**config.mk**
```make
export PLATFORM = sky130hd
export DESIGN_NAME = gate_driver_spi_mode_control
export DESIGN_NICKNAME = d
export VERILOG_FILES = /design/src/hw/gate_driver_spi_mode_control.v /design/src/hw/pin_sync.v /design/src/hw/serial_frame.v
export VERILOG_INCLUDE_DIRS = /design/src /design/src/include
export SDC_FILE = /design/constraint.sdc
export NUM_CORES = 1
export LEC_CHECK = 0
export ABC_AREA = 1
export BUFFER_PORTS_ARGS = -buffer_cell sky130_fd_sc_hd__buf_2
export CORE_MARGIN = 4
export CORE_UTILIZATION = 58
export CTS_BUF_LIST = sky130_fd_sc_hd__clkbuf_8
export DETAILED_ROUTE_END_ITERATION = 8
export PLACE_DENSITY = 0.78
export SYNTH_ARGS = -nofsm -noshare
export SYNTH_HDL_FRONTEND = slang
export SYNTH_SLANG_ARGS = --single-unit
```
**constraint.sdc**
```tcl
create_clock -name clk -period 5.9 [get_ports clk]
set_input_delay 0.295 -clock clk [delete_from_list [all_inputs] [get_ports clk]]
set_output_delay 0.295 -clock clk [all_outputs]
set_load 0.1 [all_outputs]
```
**src/include/gate_driver_defines.vh**
```
// Purpose: Shared constants for the gate driver serial mode control block.
// Assumes: Included by bare name from the design files.
// Notes:   Timing figures are in nanoseconds; cycle counts derive from CLK_NS.
`ifndef GATE_DRIVER_DEFINES_VH
`define GATE_DRIVER_DEFINES_VH

// ----------------------------------------------------------------------------
// Frame layout
// ----------------------------------------------------------------------------
`define FRAME_BITS      16
`define DATA_BITS       11
`define ADDR_BITS       4
`define CNT_BITS        5
`define DIR_POS         15
`define ADDR_HI         14
`define ADDR_LO         11
`define DATA_HI         10
`define DATA_LO         0

// ----------------------------------------------------------------------------
// Register offsets
// ----------------------------------------------------------------------------
`define ADDR_FAULT_PRI  4'h0
`define ADDR_FAULT_SEC  4'h1
`define ADDR_DRIVE_CTL  4'h2
`define ADDR_HS_DRIVE   4'h3
`define ADDR_LS_DRIVE   4'h4
`define ADDR_OCP_CTL    4'h5
`define ADDR_SENSE_CTL  4'h6
`define ADDR_RSVD       4'h7

// ----------------------------------------------------------------------------
// Reset values and fields
// ----------------------------------------------------------------------------
`define RST_DRIVE_CTL   11'h000
`define RST_HS_DRIVE    11'h3ff
`define RST_LS_DRIVE    11'h7ff
`define RST_OCP_CTL     11'h159
`define RST_SENSE_CTL   11'h283
`define RST_RSVD        11'h000
`define CLEAR_LATCHED_FAULTS_POS     0
`define RSVD_DRV_POS    10
`define LOCK_HI         10
`define LOCK_LO         8
`define LOCK_ON         3'h6
`define LOCK_OFF        3'h3
`define UNLOCKED_MASK   11'h007
`define FAULT_SUM_POS   10

// ----------------------------------------------------------------------------
// Timing
// ----------------------------------------------------------------------------
`define CLK_NS          4
`define SLEEP_NS        1000000
`define WAKE_NS         1000000
`define RST_MIN_NS      5000
`define RST_MAX_NS      40000

`endif

```
**src/hw/gate_driver_spi_mode_control.v**
```verilog
// Purpose: Serial register interface, sleep/wake sequencing and fault reset.
// Assumes: Pins are asynchronous; clk is 250 MHz.
// Notes:   Fault sources are raw levels from the analog monitors.
//
// Behaviour
// - Enable low puts the device into sleep, disabling drivers, pump, regulator, serial.
// - Sleep entry waits the sleep delay after enable falls.
// - Enable high wakes the device with no command.
// - Fault indicator held low while regulators settle after enable changes.
// - Enable high and supply good means operating mode, all supplies active.
// - Latched fault shuts down partially until cleared with fault gone.
// - Enable low inside reset window is a fault reset; longer starts sleep.
// - Enable reset pulse clears faults only, keeps settings and regulators.
// - Slave accepts 16-bit words: 5 command bits then 11 data bits.
// - Output word: 5 don't-care bits then 11 register bits.
// - Chip select high ignores clock and data, output tri-stated.
// - Input sampled on falling clock, output changed on rising clock.
// - Words shift most significant bit first.
// - Frame not exactly 16 clocks flags error and is dropped.
// - Answer carries the addressed register, old value on writes.
// - Bit 15 direction, bits 14-11 address, bits 10-0 data.
// - Addresses 0 and 1 are read-only status.
// - Reserved bits reset to zero.
// - Status bit 10 is OR of all flags and mirrors fault indicator.
// - Writing clear-latched-faults clears flags and self-resets.
// - Lock key 110 blocks writes except key and low control bits; 011 unlocks.
`timescale 1ns/1ps
`default_nettype none
`include "gate_driver_defines.vh"
module gate_driver_spi_mode_control #(
    parameter SLEEP_CYC  = (`SLEEP_NS) / (`CLK_NS),
    parameter WAKE_CYC   = (`WAKE_NS) / (`CLK_NS),
    parameter RST_MIN    = ((`RST_MIN_NS) + (`CLK_NS) - 1) / (`CLK_NS),
    parameter RST_MAX    = (`RST_MAX_NS) / (`CLK_NS),
    parameter TW         = 20
) (
    // Clock and reset.
    input  wire                  clk,
    input  wire                  rst,
    // Enable and supply pins.
    input  wire                  enablePin,
    input  wire                  supplyUvlo,
    // Serial pins.
    input  wire                  sclk,
    input  wire                  chip_select_n,
    input  wire                  mosi,
    output wire                  misoO,
    output wire                  misoOe,
    // Fault monitor levels, one per status bit except primary bit 10.
    input  wire [`DATA_BITS-2:0] faultPriIn,
    input  wire [`DATA_BITS-1:0] faultSecIn,
    // Power and drive controls.
    output reg                   regulatorsOn,
    output reg                   gateDriveEn,
    output wire                  fault_indicator_n,
    output reg                   frameErr,
    output wire [`DATA_BITS-1:0] driveCtl,
    output wire [`DATA_BITS-1:0] hsDrive,
    output wire [`DATA_BITS-1:0] lsDrive,
    output wire [`DATA_BITS-1:0] ocpCtl,
    output wire [`DATA_BITS-1:0] senseCtl
);
    // ------------------------------------------------------------------------
    // Pin synchronisation
    // ------------------------------------------------------------------------
    wire [5:0] pinsS;
    pin_sync #(.W(6)) u_sync (
        .clk   (clk),
        .rst   (rst),
        .async ({enablePin, supplyUvlo, sclk, chip_select_n, mosi, 1'b0}),
        .sync  (pinsS)
    );
    wire enS   = pinsS[5];
    wire uvloS = pinsS[4];
    wire csnS  = pinsS[2] | ~enS;
    wire sclkS = pinsS[3];
    wire mosiS = pinsS[1];

    // Fault monitors run free of clk, so they cross two stages as well.
    wire [`DATA_BITS-2:0] faultPriS;
    wire [`DATA_BITS-1:0] faultSecS;
    pin_sync #(.W(2*`DATA_BITS-1)) u_fsync (
        .clk   (clk),
        .rst   (rst),
        .async ({faultPriIn, faultSecIn}),
        .sync  ({faultPriS, faultSecS})
    );

    // ------------------------------------------------------------------------
    // Power state machine
    // ------------------------------------------------------------------------
    localparam [3:0] ST_SLEEP = 4'b0001;
    localparam [3:0] ST_WAKE  = 4'b0010;
    localparam [3:0] ST_RUN   = 4'b0100;
    localparam [3:0] ST_LOW   = 4'b1000;

    reg [3:0]    state_r;
    reg [3:0]    state_nxt;
    reg [TW-1:0] tmr_r;
    reg [TW-1:0] tmr_nxt;
    reg          enPulse_r;
    reg          enPulse_nxt;

    always @* begin
        state_nxt   = state_r;
        tmr_nxt     = tmr_r + 1'b1;
        enPulse_nxt = 1'b0;
        case (state_r)
            ST_SLEEP: begin
                tmr_nxt = {TW{1'b0}};
                if (enS) begin
                    state_nxt = ST_WAKE;
                end
            end
            ST_WAKE: begin
                if (!enS) begin
                    state_nxt = ST_LOW;
                    tmr_nxt   = {TW{1'b0}};
                end else if (tmr_r >= WAKE_CYC - 1) begin
                    state_nxt = ST_RUN;
                end
            end
            ST_RUN: begin
                tmr_nxt = {TW{1'b0}};
                if (!enS) begin
                    state_nxt = ST_LOW;
                end
            end
            ST_LOW: begin
                if (enS) begin
                    // A short low is a reset pulse and leaves power untouched.
                    if (tmr_r >= RST_MIN - 1 && tmr_r < RST_MAX) begin
                        enPulse_nxt = 1'b1;
                    end
                    state_nxt = (tmr_r < RST_MAX) ? ST_RUN : ST_WAKE;
                    tmr_nxt   = {TW{1'b0}};
                end else if (tmr_r >= SLEEP_CYC - 1) begin
                    state_nxt = ST_SLEEP;
                end
            end
            default: begin
                state_nxt = ST_SLEEP;
                tmr_nxt   = {TW{1'b0}};
            end
        endcase
    end

    always @(posedge clk) begin
        if (rst) begin
            state_r   <= ST_SLEEP;
            tmr_r     <= {TW{1'b0}};
            enPulse_r <= 1'b0;
        end else begin
            state_r   <= state_nxt;
            tmr_r     <= tmr_nxt;
            enPulse_r <= enPulse_nxt;
        end
    end

    // Regulators settle while waking and while falling into sleep past the window.
    wire settling = (state_r == ST_WAKE) ||
                    (state_r == ST_LOW && tmr_r >= RST_MAX);
    wire active   = (state_r == ST_RUN) && !uvloS;

    // ------------------------------------------------------------------------
    // Serial frame engine
    // ------------------------------------------------------------------------
    wire [`ADDR_BITS-1:0]  addrNow;
    wire                   frameDone;
    wire                   frameBad;
    wire [`FRAME_BITS-1:0] word;
    reg  [`DATA_BITS-1:0]  answer;

    serial_frame u_frame (
        .clk        (clk),
        .rst        (rst),
        .sclkS      (sclkS),
        .csnS       (csnS),
        .mosiS      (mosiS),
        .active     (active),
        .answer     (answer),
        .addrNow    (addrNow),
        .frameDone  (frameDone),
        .frameError (frameBad),
        .word       (word),
        .misoO      (misoO),
        .misoOe     (misoOe)
    );

    // ------------------------------------------------------------------------
    // Registers
    // ------------------------------------------------------------------------
    reg  [`DATA_BITS-1:0] regs_r [2:7];
    reg  [`DATA_BITS-2:0] latPri_r;
    reg  [`DATA_BITS-1:0] latSec_r;

    wire                  isWrite = frameDone && !word[`DIR_POS];
    wire [`ADDR_BITS-1:0] wAddr   = word[`ADDR_HI:`ADDR_LO];
    wire [`DATA_BITS-1:0] wData   = word[`DATA_HI:`DATA_LO];
    wire                  locked  = (regs_r[3][`LOCK_HI:`LOCK_LO] == `LOCK_ON);
    wire                  faultAny = |{latPri_r, latSec_r};
    wire                  clrReq  = (isWrite && wAddr == `ADDR_DRIVE_CTL &&
                                     wData[`CLEAR_LATCHED_FAULTS_POS]) || enPulse_r;
    wire [`DATA_BITS-1:0] statPri = {faultAny, latPri_r};

    function [`DATA_BITS-1:0] rstVal;
        input [2:0] idx;
        begin
            case (idx)
                3'h2:    rstVal = `RST_DRIVE_CTL;
                3'h3:    rstVal = `RST_HS_DRIVE;
                3'h4:    rstVal = `RST_LS_DRIVE;
                3'h5:    rstVal = `RST_OCP_CTL;
                3'h6:    rstVal = `RST_SENSE_CTL;
                default: rstVal = `RST_RSVD;
            endcase
        end
    endfunction

    always @* begin
        case (addrNow)
            `ADDR_FAULT_PRI: answer = statPri;
            `ADDR_FAULT_SEC: answer = latSec_r;
            `ADDR_DRIVE_CTL: answer = regs_r[2];
            `ADDR_HS_DRIVE:  answer = regs_r[3];
            `ADDR_LS_DRIVE:  answer = regs_r[4];
            `ADDR_OCP_CTL:   answer = regs_r[5];
            `ADDR_SENSE_CTL: answer = regs_r[6];
            `ADDR_RSVD:      answer = regs_r[7];
            default:         answer = {`DATA_BITS{1'b0}};
        endcase
    end

    integer i;
    always @(posedge clk) begin
        if (rst) begin
            for (i = 2; i <= 7; i = i + 1) begin
                regs_r[i] <= rstVal(i[2:0]);
            end
            latPri_r <= {(`DATA_BITS-1){1'b0}};
            latSec_r <= {`DATA_BITS{1'b0}};
            frameErr <= 1'b0;
        end else begin
            frameErr <= frameBad;

            // Set wins over clear so no event slips through a clear.
            latPri_r <= (clrReq ? {(`DATA_BITS-1){1'b0}} : latPri_r) | faultPriS;
            latSec_r <= (clrReq ? {`DATA_BITS{1'b0}} : latSec_r) | faultSecS;

            // The clear bit never stays set.
            regs_r[2][`CLEAR_LATCHED_FAULTS_POS] <= 1'b0;

            if (isWrite && wAddr >= `ADDR_DRIVE_CTL && wAddr <= `ADDR_RSVD) begin
                if (wAddr == `ADDR_HS_DRIVE) begin
                    // Other key codes leave the lock field as it stands, so a
                    // stray write cannot half-open the lock.
                    if (!locked && wData[`LOCK_HI:`LOCK_LO] == `LOCK_ON) begin
                        regs_r[3] <= wData;
                    end else if (locked && wData[`LOCK_HI:`LOCK_LO] == `LOCK_OFF) begin
                        regs_r[3][`LOCK_HI:`LOCK_LO] <= `LOCK_OFF;
                    end else if (!locked) begin
                        regs_r[3][`LOCK_LO-1:0] <= wData[`LOCK_LO-1:0];
                    end
                end else if (wAddr == `ADDR_DRIVE_CTL) begin
                    regs_r[2][2:1] <= wData[2:1];
                    if (!locked) begin
                        regs_r[2][9:3] <= wData[9:3];
                    end
                end else if (!locked) begin
                    regs_r[wAddr[2:0]] <= wData;
                end
            end
        end
    end

    // ------------------------------------------------------------------------
    // Outputs
    // ------------------------------------------------------------------------
    assign fault_indicator_n = ~(faultAny || settling);
    assign driveCtl = regs_r[2];
    assign hsDrive  = regs_r[3];
    assign lsDrive  = regs_r[4];
    assign ocpCtl   = regs_r[5];
    assign senseCtl = regs_r[6];

    always @(posedge clk) begin
        if (rst) begin
            regulatorsOn <= 1'b0;
            gateDriveEn  <= 1'b0;
        end else begin
            regulatorsOn <= (state_nxt != ST_SLEEP);
            gateDriveEn  <= (state_nxt == ST_RUN) && !uvloS && !faultAny;
        end
    end
endmodule // gate_driver_spi_mode_control
`default_nettype wire

```
**src/hw/pin_sync.v**
```verilog
// Purpose: Two flip-flop synchroniser for a bundle of pin levels.
// Assumes: Inputs are asynchronous to clk.
// Notes:   Only the second stage is visible outside.
`timescale 1ns/1ps
`default_nettype none
module pin_sync #(
    parameter W = 1
) (
    // Clock and reset.
    input  wire         clk,
    input  wire         rst,
    // Levels.
    input  wire [W-1:0] async,
    output reg  [W-1:0] sync
);
    reg [W-1:0] meta_r;

    always @(posedge clk) begin
        if (rst) begin
            meta_r <= {W{1'b0}};
            sync   <= {W{1'b0}};
        end else begin
            meta_r <= async;
            sync   <= meta_r;
        end
    end
endmodule // pin_sync
`default_nettype wire

```
**src/hw/serial_frame.v**
```verilog
// Purpose: Serial slave shifter: collects one frame, shifts the answer out.
// Assumes: Pins already synchronised to clk.
// Notes:   Serial clock edges are found by sampling with clk.
`timescale 1ns/1ps
`default_nettype none
`include "gate_driver_defines.vh"
module serial_frame (
    // Clock and reset.
    input  wire                     clk,
    input  wire                     rst,
    // Synchronised pins.
    input  wire                     sclkS,
    input  wire                     csnS,
    input  wire                     mosiS,
    input  wire                     active,
    // Answer word loaded after the fifth bit.
    input  wire [`DATA_BITS-1:0]    answer,
    output wire [`ADDR_BITS-1:0]    addrNow,
    // Frame results.
    output reg                      frameDone,
    output reg                      frameError,
    output reg  [`FRAME_BITS-1:0]   word,
    // Output pin.
    output reg                      misoO,
    output wire                     misoOe
);
    reg                     sclkD_r;
    reg                     csnD_r;
    reg [`CNT_BITS-1:0]     cnt_r;
    reg [`FRAME_BITS-1:0]   shIn_r;
    reg [`DATA_BITS-1:0]    shOut_r;

    wire sel  = ~csnS & active;
    wire fall = sel & sclkD_r & ~sclkS;
    wire rise = sel & ~sclkD_r & sclkS;
    wire endF = ~csnD_r & csnS;

    assign addrNow = {shIn_r[`ADDR_BITS-2:0], mosiS};
    assign misoOe  = sel;

    always @(posedge clk) begin
        if (rst) begin
            sclkD_r    <= 1'b0;
            csnD_r     <= 1'b1;
            cnt_r      <= {`CNT_BITS{1'b0}};
            shIn_r     <= {`FRAME_BITS{1'b0}};
            shOut_r    <= {`DATA_BITS{1'b0}};
            frameDone  <= 1'b0;
            frameError <= 1'b0;
            word       <= {`FRAME_BITS{1'b0}};
            misoO      <= 1'b0;
        end else begin
            sclkD_r    <= sclkS;
            csnD_r     <= csnS;
            frameDone  <= 1'b0;
            frameError <= 1'b0;
            if (csnS) begin
                cnt_r <= {`CNT_BITS{1'b0}};
            end else if (fall) begin
                shIn_r <= {shIn_r[`FRAME_BITS-2:0], mosiS};
                if (cnt_r != 5'h1f) begin
                    cnt_r <= cnt_r + 5'h01;
                end
                if (cnt_r == 5'h04) begin
                    shOut_r <= answer;
                end
            end
            if (rise && cnt_r >= 5'h05) begin
                misoO   <= shOut_r[`DATA_BITS-1];
                shOut_r <= {shOut_r[`DATA_BITS-2:0], 1'b0};
            end
            if (endF && active) begin
                if (cnt_r == 5'h10) begin
                    frameDone <= 1'b1;
                    word      <= shIn_r;
                end else if (cnt_r != 5'h00) begin
                    frameError <= 1'b1;
                end
            end
        end
    end
endmodule // serial_frame
`default_nettype wire

```
==> results.md, run 1 <==
## Timing
• no — unrepaired setup endpoints after global routing
• 0 — Max Slew Vio Count
• 0 — setup violators final
• 28.8% — relative slew slack
• 2530 ps — minimum clock period
• 1060 ps — worst-margin pin slew
• 395 MHz — fmax
• 3370 ps — Setup WS post-layout
• 15.3 ps — setup clock skew after layout
• 0 ps — Setup TNS Final
• 0 — final hold vios
• 42.9% — final worst path period share

## Finish
• 0 — diodes inserted
• 14.0% — fraction of layout instances using a drive strength above 1
• 1258 — number of nets in the layout
• 16.4% — post-synthesis to final-layout area growth
• 69.0% — final cell utilization of the core
• 1228 — Layout fillers

## Placed design
• 15.3 mm — detailed-placement wirelength estimate
• 3480 ps — Post-Place Setup Slack
• 88 — PortBufs
• 0.982 — routability-driven placement congestion ratio

## Synthesis
• 56.1% — sequential-to-total area share from yosys stat
• 0% — post-synthesis async set-or-reset flop share
• 225 x sky130_fd_sc_hd__nand2_1, 194 x sky130_fd_sc_hd__nor2_1, 155 x sky130_fd_sc_hd__dfxtp_1, 155 x sky130_fd_sc_hd__inv_1, 66 x sky130_fd_sc_hd__a21oi_1 — top post-synthesis cells by count
• sky130_fd_sc_hd__dfxtp_1 — Main synth FF type
• 65 — number of enable-type register cells in the synthesized netlist
• sky130_fd_sc_hd__dfxtp_1 — post-synth top area cell
• 220 — flip-flop and latch count after synthesis
• 44 — post-synthesis cell type count
• 0.00902 mm2 — Netlist Area Pre-Place
• 1106 — synthesized instance count
• 8.15 um2 — synthesized area divided by synthesized cell count
• 34.4% — share of Yosys cell area claimed by the top area cell type
• 0 — synth warn
• sky130_fd_sc_hd__nand2_1 — most frequently used cell type in the post-synthesis netlist
• sky130_fd_sc_hd__dfxtp_1 34%, sky130_fd_sc_hd__edfxtp_1 22%, sky130_fd_sc_hd__nand2_1 9.4% — cells taking the most area after synthesis

## CTS
• 0 — post_cts resized
• sky130_fd_sc_hd__clkbuf_8 — Clk Tree Root Cell
• 3 — Clock Tree Buf Depth
• 2 — maximum level of the CTS H-tree
• built — CTS tree
• 220 — Clock Sinks
• 0 — number of buffers added for setup after CTS
• 60 ps — clock slew at the register clock pins of the worst setup and hold paths
• 36 — number of buffers added by the clock tree synthesis step
• 520 ps — clock insertion delay at the later pin of the skew report

## Route
• 0 — post-detailed-route count of antenna-violating nets
• 22.3 mm — sum of routed wire length over all layers
• 847 — DR iter-0 viols
• 15.6 um — detail-routed net length per standard cell
• 7592 — total via count in the routed design
• 5 — first-pass iteration count of the detailed router
• 5.29 — number of vias per cell after detailed routing
• 0 — DRC Markers

## Worst setup path
• register — nature of the critical path endpoint
• regs_r[2][3] — endpoint of the worst register-to-register path
• u_frame.word[13] — origin of the critical flop-to-flop path
• o211ai_1 > nor4_1 > inv_1 > o21ai_0 — critical path, cell by cell
• sky130_fd_sc_hd__o21ai_0 — Slowest cell on crit path
• reg -> reg — category of the critical setup timing path
• 850 ps — slowest cell delay on critical path
• 7 — peak fanout along the critical path
• 6030 ps — CP Data Required Time
• 4 — worst r2r path cells
• u_frame.word[13] — crit path from
• regs_r[2][3] — destination of the critical timing path
• 3370 ps — reg-to-reg setup timing slack
• register — startpoint type of the worst setup path
• 2660 ps — Critical Path AT

## GRT
• 7080 — via count of the first global-routing pass
• 25.4% — all-layer global routing usage
• 0 — aggregate global routing overflow
• 0 — initial antenna violation count
• 106 — maximum number of pins on one net before global-route repair
• 36.0 mm — first-pass GRT wire length

## Power
• 9.0% — combinational power share
• 0.000846 W — net load switching power
• 51.0% — part of the power in registers
• 0.000217 V — VDD IR-drop max
• 0.00236 W — internal cell power
• 26.4% — Switching Fraction
• 40.1% — clock power share
• 305 mW/mm2 — pwr/cell area
• 4.30 nW — static leakage

## Status
• finished, final reports clean — outcome

## Hold path
• in -> reg — Hold WC Path Type
• 4 — hold depth

## Die
• 45 — standard-cell rows
• 133 um — horizontal die dimension
• 0.0176 mm2 — full die area
• 89 — count of pins on the block boundary
• 133 um — overall die height
• 59.3% — effective utilization at floorplan
• 0.0152 mm2 — placeable core area

## Flow run
• 0 — number of max-cap violations

-- power by group through the flow --
stage               Clock, W  Combinational, W  Sequential [W]
global placement           0          0.000270         0.00166
floorplan                  0         0.0000739         0.00181
CTS                  0.00130          0.000285         0.00163
global route         0.00137          0.000304         0.00164
detailed placement         0          0.000272         0.00166
finish               0.00128          0.000287         0.00163
-- flip-flops by register name, indices dropped and copies added, names as in the netlist, 10 cells and up --
signal	count
u_frame.word	16
u_fsync.meta_r	21
latSec_r	11
tmr_r	20
latPri_r	10
u_frame.shOut_r	11
regs_r	66
u_fsync.sync	21
u_frame.shIn_r	16
-- area by class of cell --
class                           instances  area [um2]  share of cell area (%)
Clock buffer                           46         633                    6.03
Clock inverter                         15        65.1                   0.620
Inverter                              168         631                    6.01
Multi-Input combinational cell        679        3140                    30.0
Sequential cell                       220        5050                    48.2
Tap cell                              188         235                    2.24
Timing Repair Buffer                  118         733                    6.99
-- worst min path at each step --
stage                       startpoint                 end  slack [ps]
finish                             rst  u_frame.shOut_r[0]         180
global route                       rst  u_frame.shOut_r[0]         170
CTS                                rst  u_frame.shOut_r[0]         160
detailed placement  u_fsync.meta_r[18]    u_fsync.sync[18]         390
global placement     u_fsync.meta_r[2]     u_fsync.sync[2]         390
floorplan           u_frame.frameError            frameErr         390
-- timing repair --
item                                    CTS  global route
endpoints found under the setup margin    0             0
hold buffers                             26             0
endpoints found under the hold margin    26             0
-- kinds of logic (layout without fill, tap and decap cells) --
logic type | count (synthesis) | count (layout) | share of synthesized area [%]
other | 2 | 3 | 0.0833
AO/OA/AOI/OAI | 123 | 123 | 7.34
AND/OR/NAND/NOR | 542 | 542 | 26.0
flip-flops | 220 | 220 | 56.1
XOR/XNOR | 4 | 4 | 0.389
adder cells (fa/ha/maj) | 7 | 7 | 0.971
buffers and inverters | 208 | 347 | 9.12
-- layout by cell type, fill, tap and decap left out, types with 2 or more instances in the layout --
cell / count
sky130_fd_sc_hd__conb_1: 3
sky130_fd_sc_hd__nand3b_1: 3
sky130_fd_sc_hd__nand3_2: 4
sky130_fd_sc_hd__a211oi_1: 3
sky130_fd_sc_hd__nand2_2: 2
sky130_fd_sc_hd__clkinv_2: 3
sky130_fd_sc_hd__ha_1: 7
sky130_fd_sc_hd__inv_2: 11
sky130_fd_sc_hd__o21ai_1: 7
sky130_fd_sc_hd__o21ai_0: 32
sky130_fd_sc_hd__xor2_1: 3
sky130_fd_sc_hd__a21oi_1: 66
sky130_fd_sc_hd__dlygate4sd3_1: 26
sky130_fd_sc_hd__a31oi_1: 2
sky130_fd_sc_hd__edfxtp_1: 65
sky130_fd_sc_hd__buf_2: 87
sky130_fd_sc_hd__dfxtp_1: 155
sky130_fd_sc_hd__nor2_2: 3
sky130_fd_sc_hd__buf_4: 5
sky130_fd_sc_hd__nor3b_1: 2
sky130_fd_sc_hd__clkbuf_8: 46
sky130_fd_sc_hd__nand3_1: 50
sky130_fd_sc_hd__inv_1: 163
sky130_fd_sc_hd__nor3_4: 4
sky130_fd_sc_hd__nor2_1: 194
sky130_fd_sc_hd__a21oi_2: 2
sky130_fd_sc_hd__nor4_1: 2
sky130_fd_sc_hd__nand4_1: 28
sky130_fd_sc_hd__nor3_1: 18
sky130_fd_sc_hd__nand2_1: 225
sky130_fd_sc_hd__clkinv_1: 5
sky130_fd_sc_hd__o22ai_1: 5
sky130_fd_sc_hd__nor3_2: 2
-- metal layers --
| layer | vias to the layer above | wire [um] | global-route usage (%) | part of all wire, % |
|---|---|---|---|---|
| met4 | 0 | 809 | 10.3 | 3.6 |
| met3 | 68 | 2210 | 5.48 | 9.9 |
| li1 | 3730 | - | - | - |
| met5 | - | 0 | 0 | 0 |
| met1 | 3408 | 9540 | 35.5 | 43 |
| met2 | 386 | 9770 | 38.8 | 44 |
-- metrics by stage --
| step | total power [W] | hold WS (ps) | area [um2] | cells |
|---|---|---|---|---|
| final | 0.00321 | 182 | 10500 | 1434 |
| after global routing | 0.00331 | 169 | 10500 | 1434 |
| after CTS | 0.00321 | 157 | 10500 | 1434 |
| after detailed placement | 0.00194 | 393 | 9540 | 1347 |
| after global placement | 0.00193 | 390 | 9540 | 1347 |
| after floorplan | 0.00188 | 388 | 9020 | 1107 |
-- worst max-delay path: cells and delay by family, from the launching register on --
| family | cells | cell delay [ps] |
|---|---|---|
| compound gates | 2 | 1010 |
| buf+inv | 1 | 140 |
| flops | 1 | 440 |
| simple gates | 1 | 550 |
Note: power is estimated with default switching activity, not from simulation.
==> run 2: changes to the inputs <==
==> constraint.sdc (replaced) <==
create_clock -name clk -period 2.37 [get_ports clk]
set_input_delay 0.1185 -clock clk [delete_from_list [all_inputs] [get_ports clk]]
set_output_delay 0.1185 -clock clk [all_outputs]
set_load 0.1 [all_outputs]
==> results.md, run 2 (synthesis results as in run 1) <==
## Status
• finished, final reports clean — outcome

## Route
• 14.9 um — detail-routed net length per standard cell, -4.6%
• 0 — post-detailed-route count of antenna-violating nets, unchanged
• 5.31 — number of vias per cell after detailed routing, +0.36%
• 0 — DRC Markers, unchanged
• 7699 — total via count in the routed design, +1.4%
• 743 — DR iter-0 viols, -12%
• 6 — first-pass iteration count of the detailed router, +1
• 21.5 mm — sum of routed wire length over all layers, -3.6%

## Die
• 133 um — horizontal die dimension, unchanged
• 0.0176 mm2 — full die area, unchanged
• 59.3% — effective utilization at floorplan, unchanged
• 89 — count of pins on the block boundary, unchanged
• 0.0152 mm2 — placeable core area, unchanged
• 45 — standard-cell rows, unchanged
• 133 um — overall die height, unchanged

## Worst setup path
• output port — nature of the critical path endpoint
• 370 ps — slowest cell delay on critical path, -480 ps
• sky130_fd_sc_hd__nor2_1 — cell repeated most along the worst path
• 9 — worst r2r path cells, +5
• 400 ps — reg-to-reg setup timing slack, -2970 ps
• sky130_fd_sc_hd__dfxtp_1 — Slowest cell on crit path
• nor2_1 > nand2_1 > nor2_1 > o21ai_1 > nor2_1 > o21ai_0 > nor2_1 > clkbuf_4 — critical path, cell by cell
• 2030 ps — Critical Path AT, -630 ps
• regs_r[3][10] — origin of the critical flop-to-flop path
• regs_r[6][7] — endpoint of the worst register-to-register path
• 8 — peak fanout along the critical path, +1
• reg -> out — category of the critical setup timing path
• 2250 ps — CP Data Required Time, -3780 ps
• register — startpoint type of the worst setup path

## Timing
• 23.9 ps — setup clock skew after layout, +8.62 ps
• 0 — final hold vios, unchanged
• 90.8% — final worst path period share
• 0 — setup violators final, unchanged
• 0 ps — Setup TNS Final, unchanged
• 54.1% — relative slew slack, +25 points
• no — unrepaired setup endpoints after global routing
• 465 MHz — fmax
• 2150 ps — minimum clock period
• 682 ps — worst-margin pin slew, -375 ps
• 0 — Max Slew Vio Count, unchanged

## GRT
• 72 — maximum number of pins on one net before global-route repair, -32%
• 7264 — via count of the first global-routing pass, +2.6%
• 24.5% — all-layer global routing usage, -0.94 points
• 35.1 mm — first-pass GRT wire length, -2.6%
• 0 — initial antenna violation count, unchanged
• 0 — aggregate global routing overflow, unchanged

## Finish
• sky130_fd_sc_hd__nand2_1 — most common cell after layout, fill and taps aside
• 0.00316 mm2 — combined area of the multi-input logic cells, +0.48%
• 1198 — Layout fillers, -2.4%
• 0.00505 mm2 — Register Area, unchanged
• 1270 — number of nets in the layout, +0.95%
• 66 — number of flip-flops under the largest register name, unchanged
• regs_r: 66 flops, u_fsync.meta_r: 21 flops, u_fsync.sync: 21 flops — Top Registers
• regs_r — register containing the most flip-flops in the final layout
• 0 — diodes inserted, unchanged
• 222 x sky130_fd_sc_hd__nand2_1, 194 x sky130_fd_sc_hd__nor2_1, 172 x sky130_fd_sc_hd__inv_1, 155 x sky130_fd_sc_hd__dfxtp_1, 86 x sky130_fd_sc_hd__buf_2 — commonest cells after routing, fill and taps aside
• 17.0% — post-synthesis to final-layout area growth
• 69.4% — final cell utilization of the core, +0.33 points
• 14.7% — fraction of layout instances using a drive strength above 1, +0.63 points

## CTS
• 220 — Clock Sinks, unchanged
• 2 — maximum level of the CTS H-tree, unchanged
• 60 ps — clock slew at the register clock pins of the worst setup and hold paths, about the same
• built — CTS tree
• 530 ps — clock insertion delay at the later pin of the skew report, about the same
• 0 — number of buffers added for setup after CTS, unchanged
• 37 — number of buffers added by the clock tree synthesis step, +2.8%
• sky130_fd_sc_hd__clkbuf_8 — Clk Tree Root Cell
• 3 — Clock Tree Buf Depth, unchanged

## Power
• 0.000496 V — VDD IR-drop max, +130%
• 735 mW/mm2 — pwr/cell area, +140%
• 4.36 nW — static leakage, +1.4%

## Hold path
• faultPriIn[1] — launch point of the worst hold path
• in -> reg — Hold WC Path Type
• u_fsync.meta_r[12] — Hold EP
• 4 — hold depth, unchanged

## Flow run
• 0 — number of max-cap violations, unchanged

## Placed design
• 88 — PortBufs, unchanged
• 0.919 — routability-driven placement congestion ratio, -6.4%
• 15.3 mm — detailed-placement wirelength estimate, about the same

==> run 2: changes by cell type in the layout (fill, tap and decap cells not counted), sizes merged <==
cell,previous run,this run
buf,92,101
clkbuf,46,40
clkinv,8,10
dlygate4sd3,26,27
inv,175,184
==> run 2: area by class of cell <==
cell class	instances	area share [%]
Multi-Input combinational cell	679	30.0
Clock inverter	26	1.03
Timing Repair Buffer	129	7.78
Sequential cell	220	47.9
Clock buffer	39	5.09
Tap cell	188	2.23
Inverter	168	5.98
==> run 2: what timing repair did <==
action / 4_1_cts / 5_1_grt
endpoints found under the hold margin: 28 / 0
endpoints found under the setup margin: 0 / 1
resized for setup: 0 / 1
hold buffers: 27 / 0
==> run 2: worst max-delay path: cells and delay by family, from the launching register on <==
kind,cells,cell delay [ps]
and+or+nand+nor,5,630
DFF,1,370
buffers and inverters,1,350
AOI/OAI and AO/OA,2,170
==> run 2: metrics by stage <==
stage / instances / hold WS [ps] / cell area [um2] / power (W) / worst slack [ps]
2_1_floorplan: 1107 / 225 / 9040 / 0.00468 / 13.2
3_3_place_gp: 1357 / 316 / 9630 / 0.00482 / 525
3_5_place_dp: 1357 / 323 / 9630 / 0.00483 / 448
4_1_cts: 1449 / 307 / 10500 / 0.00780 / 88.4
5_1_grt: 1449 / 349 / 10500 / 0.00803 / 82.4
6_report: 1449 / 339 / 10500 / 0.00775 / 218
==> run 2: power breakdown <==
part | switching [W] | internal [W]
sequential | 0.0000720 | 0.00400
combinational | 0.000573 | 0.000149
clock | 0.00144 | 0.00152
==> run 2: worst max path at each step <==
stage | startpoint | endpoint | slack, ps | cells after the start
global route | tmr_r[10] | fault_indicator_n | 80 | 8
finish | tmr_r[14] | fault_indicator_n | 220 | 8
detailed placement | u_frame.word[13] | regs_r[6][5] | 450 | 8
floorplan | regs_r[3][8] | regs_r[5][0] | 10 | 8
CTS | tmr_r[14] | fault_indicator_n | 90 | 8
global placement | regs_r[3][8] | regs_r[6][5] | 530 | 8
==> run 2: layer usage <==
layer,vias to the layer above,GRT usage (%),share of wire [%]
met5,-,0,0
met4,0,10.4,3.4
met1,3486,32.8,42
met3,65,5.32,9.4
li1,3773,-,-
met2,375,38.7,45
==> run 3: changes to the inputs <==
--- a/config.mk
+++ b/config.mk
@@ -6,7 +6,6 @@
 export SDC_FILE = /design/constraint.sdc
 export NUM_CORES = 1
 export LEC_CHECK = 0
-export ABC_AREA = 1
 export BUFFER_PORTS_ARGS = -buffer_cell sky130_fd_sc_hd__buf_2
 export CORE_MARGIN = 4
 export CORE_UTILIZATION = 58
==> results.md, run 3 <==
## Route
• 0 — post-detailed-route count of antenna-violating nets, unchanged
• 0 — DRC Markers, unchanged
• 816 — DR iter-0 viols, +9.8%
• 7 — first-pass iteration count of the detailed router, +1
• 22.4 mm — sum of routed wire length over all layers, +4.2%
• 18.1 um — detail-routed net length per standard cell, +22%
• 7132 — total via count in the routed design, -7.4%
• 5.76 — number of vias per cell after detailed routing, +8.4%

## Worst setup path
• output port — nature of the critical path endpoint
• reg -> out — category of the critical setup timing path
• 2250 ps — CP Data Required Time, about the same
• 3 — peak fanout along the critical path, -5
• 2260 ps — Critical Path AT, +230 ps
• 7 — worst r2r path cells, -2
• register — startpoint type of the worst setup path
• 260 ps — reg-to-reg setup timing slack, -140 ps

## Timing
• 727 ps — worst-margin pin slew, +45.0 ps
• 1 — setup violators final, +1
• 2380 ps — minimum clock period, +226 ps
• 420 MHz — fmax, -9.5%
• 0 — Max Slew Vio Count, unchanged
• 100% — final worst path period share, +9.6 points
• 0 — final hold vios, unchanged
• -8.76 ps — Setup WS post-layout, -226 ps
• 18.5 ps — setup clock skew after layout, -5.40 ps
• yes — unrepaired setup endpoints after global routing
• 51.4% — relative slew slack, -2.8 points

## Synthesis
• 0% — post-synthesis async set-or-reset flop share, unchanged
• sky130_fd_sc_hd__dfxtp_1 — post-synth top area cell
• 0.00901 mm2 — Netlist Area Pre-Place, -0.11%
• 10.1 um2 — synthesized area divided by synthesized cell count, +24%
• sky130_fd_sc_hd__dfxtp_1 — Main synth FF type
• 220 — flip-flop and latch count after synthesis, unchanged
• 0 — synth warn, unchanged
• 69 — post-synthesis cell type count, +57%
• 65 — number of enable-type register cells in the synthesized netlist, unchanged
• sky130_fd_sc_hd__dfxtp_1 — most frequently used cell type in the post-synthesis netlist
• 34.4% — share of Yosys cell area claimed by the top area cell type, +0.038 points
• 894 — synthesized instance count, -19%
• 155 x sky130_fd_sc_hd__dfxtp_1, 80 x sky130_fd_sc_hd__nand2_1, 72 x sky130_fd_sc_hd__nor2_1 — top post-synthesis cells by count
• 56.1% — sequential-to-total area share from yosys stat, +0.062 points
• sky130_fd_sc_hd__dfxtp_1 34%, sky130_fd_sc_hd__edfxtp_1 22%, sky130_fd_sc_hd__nor2b_1 4.4% — cells taking the most area after synthesis

## Placed design
• 88 — PortBufs, unchanged
• 0.951 — routability-driven placement congestion ratio, +3.4%
• 15.4 mm — detailed-placement wirelength estimate, +0.61%
• 1143 — total instance count after detailed placement, -16%

## GRT
• 25.4% — all-layer global routing usage, +0.95 points
• 38.5% — GRT met2 Usage, -0.23 points
• 5.70% — GR Layer Usage met3, +0.38 points
• 0 — aggregate global routing overflow, unchanged
• 34.7% — met1 GRT Util, +1.9 points
• 111 — maximum number of pins on one net before global-route repair, +54%
• 35.5 mm — first-pass GRT wire length, +1.2%
• 6720 — via count of the first global-routing pass, -7.5%
• met2 — most used routing layer in global routing
• 0 — initial antenna violation count, unchanged

## CTS
• 220 — Clock Sinks, unchanged
• 3 — Clock Tree Buf Depth, unchanged
• sky130_fd_sc_hd__clkbuf_8 — Clk Tree Root Cell
• 37 — number of buffers added by the clock tree synthesis step, unchanged
• 60 ps — clock slew at the register clock pins of the worst setup and hold paths, about the same
• 2 — maximum level of the CTS H-tree, unchanged
• built — CTS tree
• 520 ps — clock insertion delay at the later pin of the skew report, about the same

## Power
• 3.92 nW — static leakage, -10%
• 0.000480 V — VDD IR-drop max, -3.3%
• 724 mW/mm2 — pwr/cell area, -1.4%

## Finish
• 1062 — number of nets in the layout, -16%
• regs_r: 66 flops, u_fsync.meta_r: 21 flops, u_fsync.sync: 21 flops — Top Registers
• 71.2% — final cell utilization of the core, +1.8 points
• 19.0% — fraction of layout instances using a drive strength above 1, +4.3 points
• 0 — diodes inserted, unchanged
• regs_r — register containing the most flip-flops in the final layout
• 1238 — count of placed standard cells in the final layout, fillers left out, -15%
• 153 x sky130_fd_sc_hd__dfxtp_1, 85 x sky130_fd_sc_hd__buf_2, 80 x sky130_fd_sc_hd__nand2_1, 72 x sky130_fd_sc_hd__nor2_1, 68 x sky130_fd_sc_hd__a21oi_1 — commonest cells after routing, fill and taps aside
• 20.2% — post-synthesis to final-layout area growth
• 66 — number of flip-flops under the largest register name, unchanged
• sky130_fd_sc_hd__dfxtp_1 — most common cell after layout, fill and taps aside
• 1124 — Layout fillers, -6.2%

## Die
• 59.3% — effective utilization at floorplan, -0.066 points
• 0.0176 mm2 — full die area, -0.11%
• 89 — count of pins on the block boundary, unchanged
• 133 um — horizontal die dimension, about the same
• 45 — standard-cell rows, unchanged
• 0.0152 mm2 — placeable core area, unchanged
• 133 um — overall die height, about the same

## Flow run
• 0 — number of max-cap violations, unchanged

## Status
• finished with violations — outcome
• setup timing — violations in the final reports

## Hold path
• 3 — hold depth, -1
• in -> reg — Hold WC Path Type

[run 3: worst max-delay path: stages, from the launching register on]
cell and delay [ps]:
sky130_fd_sc_hd__dfxtp_1 370, sky130_fd_sc_hd__nor4_1 300, sky130_fd_sc_hd__nand4_1 160, sky130_fd_sc_hd__or4_4 540, sky130_fd_sc_hd__a21oi_4 170, sky130_fd_sc_hd__buf_12 190
[run 3: logic make-up after synthesis]
| family | Yosys count | synth area share, % |
|---|---|---|
| buf+inv | 70 | 3.17 |
| fa+ha+maj | 7 | 0.972 |
| simple gates | 406 | 24.6 |
| other cells | 2 | 0.0834 |
| mux | 22 | 2.99 |
| flops | 220 | 56.1 |
| compound gates | 147 | 10.2 |
| xor+xnor | 20 | 1.94 |
[run 3: routing by layer]
| layer | vias up | share of wire (%) |
|---|---|---|
| met2 | 366 | 45 |
| met3 | 61 | 9.7 |
| li1 | 3402 | - |
| met1 | 3303 | 41 |
| met5 | - | 0 |
| met4 | 0 | 4.0 |
[run 3: stage by stage]
stage          worst slack, ps  hold slack (ps)  total power, W  cell area (um2)  TNS, ps
2_1_floorplan             -317              247         0.00449             9050   -11400
3_3_place_gp               256              330         0.00462             9750        0
3_5_place_dp               190              330         0.00463             9750        0
4_1_cts                  0.751              304         0.00789            10800        0
5_1_grt                  -15.8              341         0.00812            10800    -15.8
6_report                 -8.76              335         0.00784            10800    -8.76
[run 3: power by group]
group          switching, W  internal, W  total (W)
registers         0.0000731      0.00398    0.00405
logic              0.000370     0.000183   0.000552
clock network       0.00141      0.00183    0.00324
total               0.00185      0.00599    0.00784
[run 3: worst paths after layout]
| path | to | start |
|---|---|---|
| max | fault_indicator_n | latSec_r[3] |
| min | u_fsync.meta_r[13] | faultPriIn[2] |
| max reg2reg | u_frame.shOut_r[7] | u_frame.cnt_r[0] |
| min reg2reg | u_fsync.sync[7] | u_fsync.meta_r[7] |
[run 3: repair_timing]
action                                  CTS  global route
endpoints found under the setup margin    2             7
setup buffers                             1             0
resized for setup                         4             6
pin swaps                                 5             3
cloned                                    0             0
hold endpoints to repair                 31             0
hold buffers                             32             0
[run 3: cell type report]
class	count	area, um2	share of cell area, %
clock buffer	42	578	5.34
clock inverter	20	135	1.25
inverter	15	56.3	0.520
multi-input combinational	605	3730	34.5
sequential	220	5060	46.7
tap	188	235	2.17
timing repair buffer	148	1030	9.54
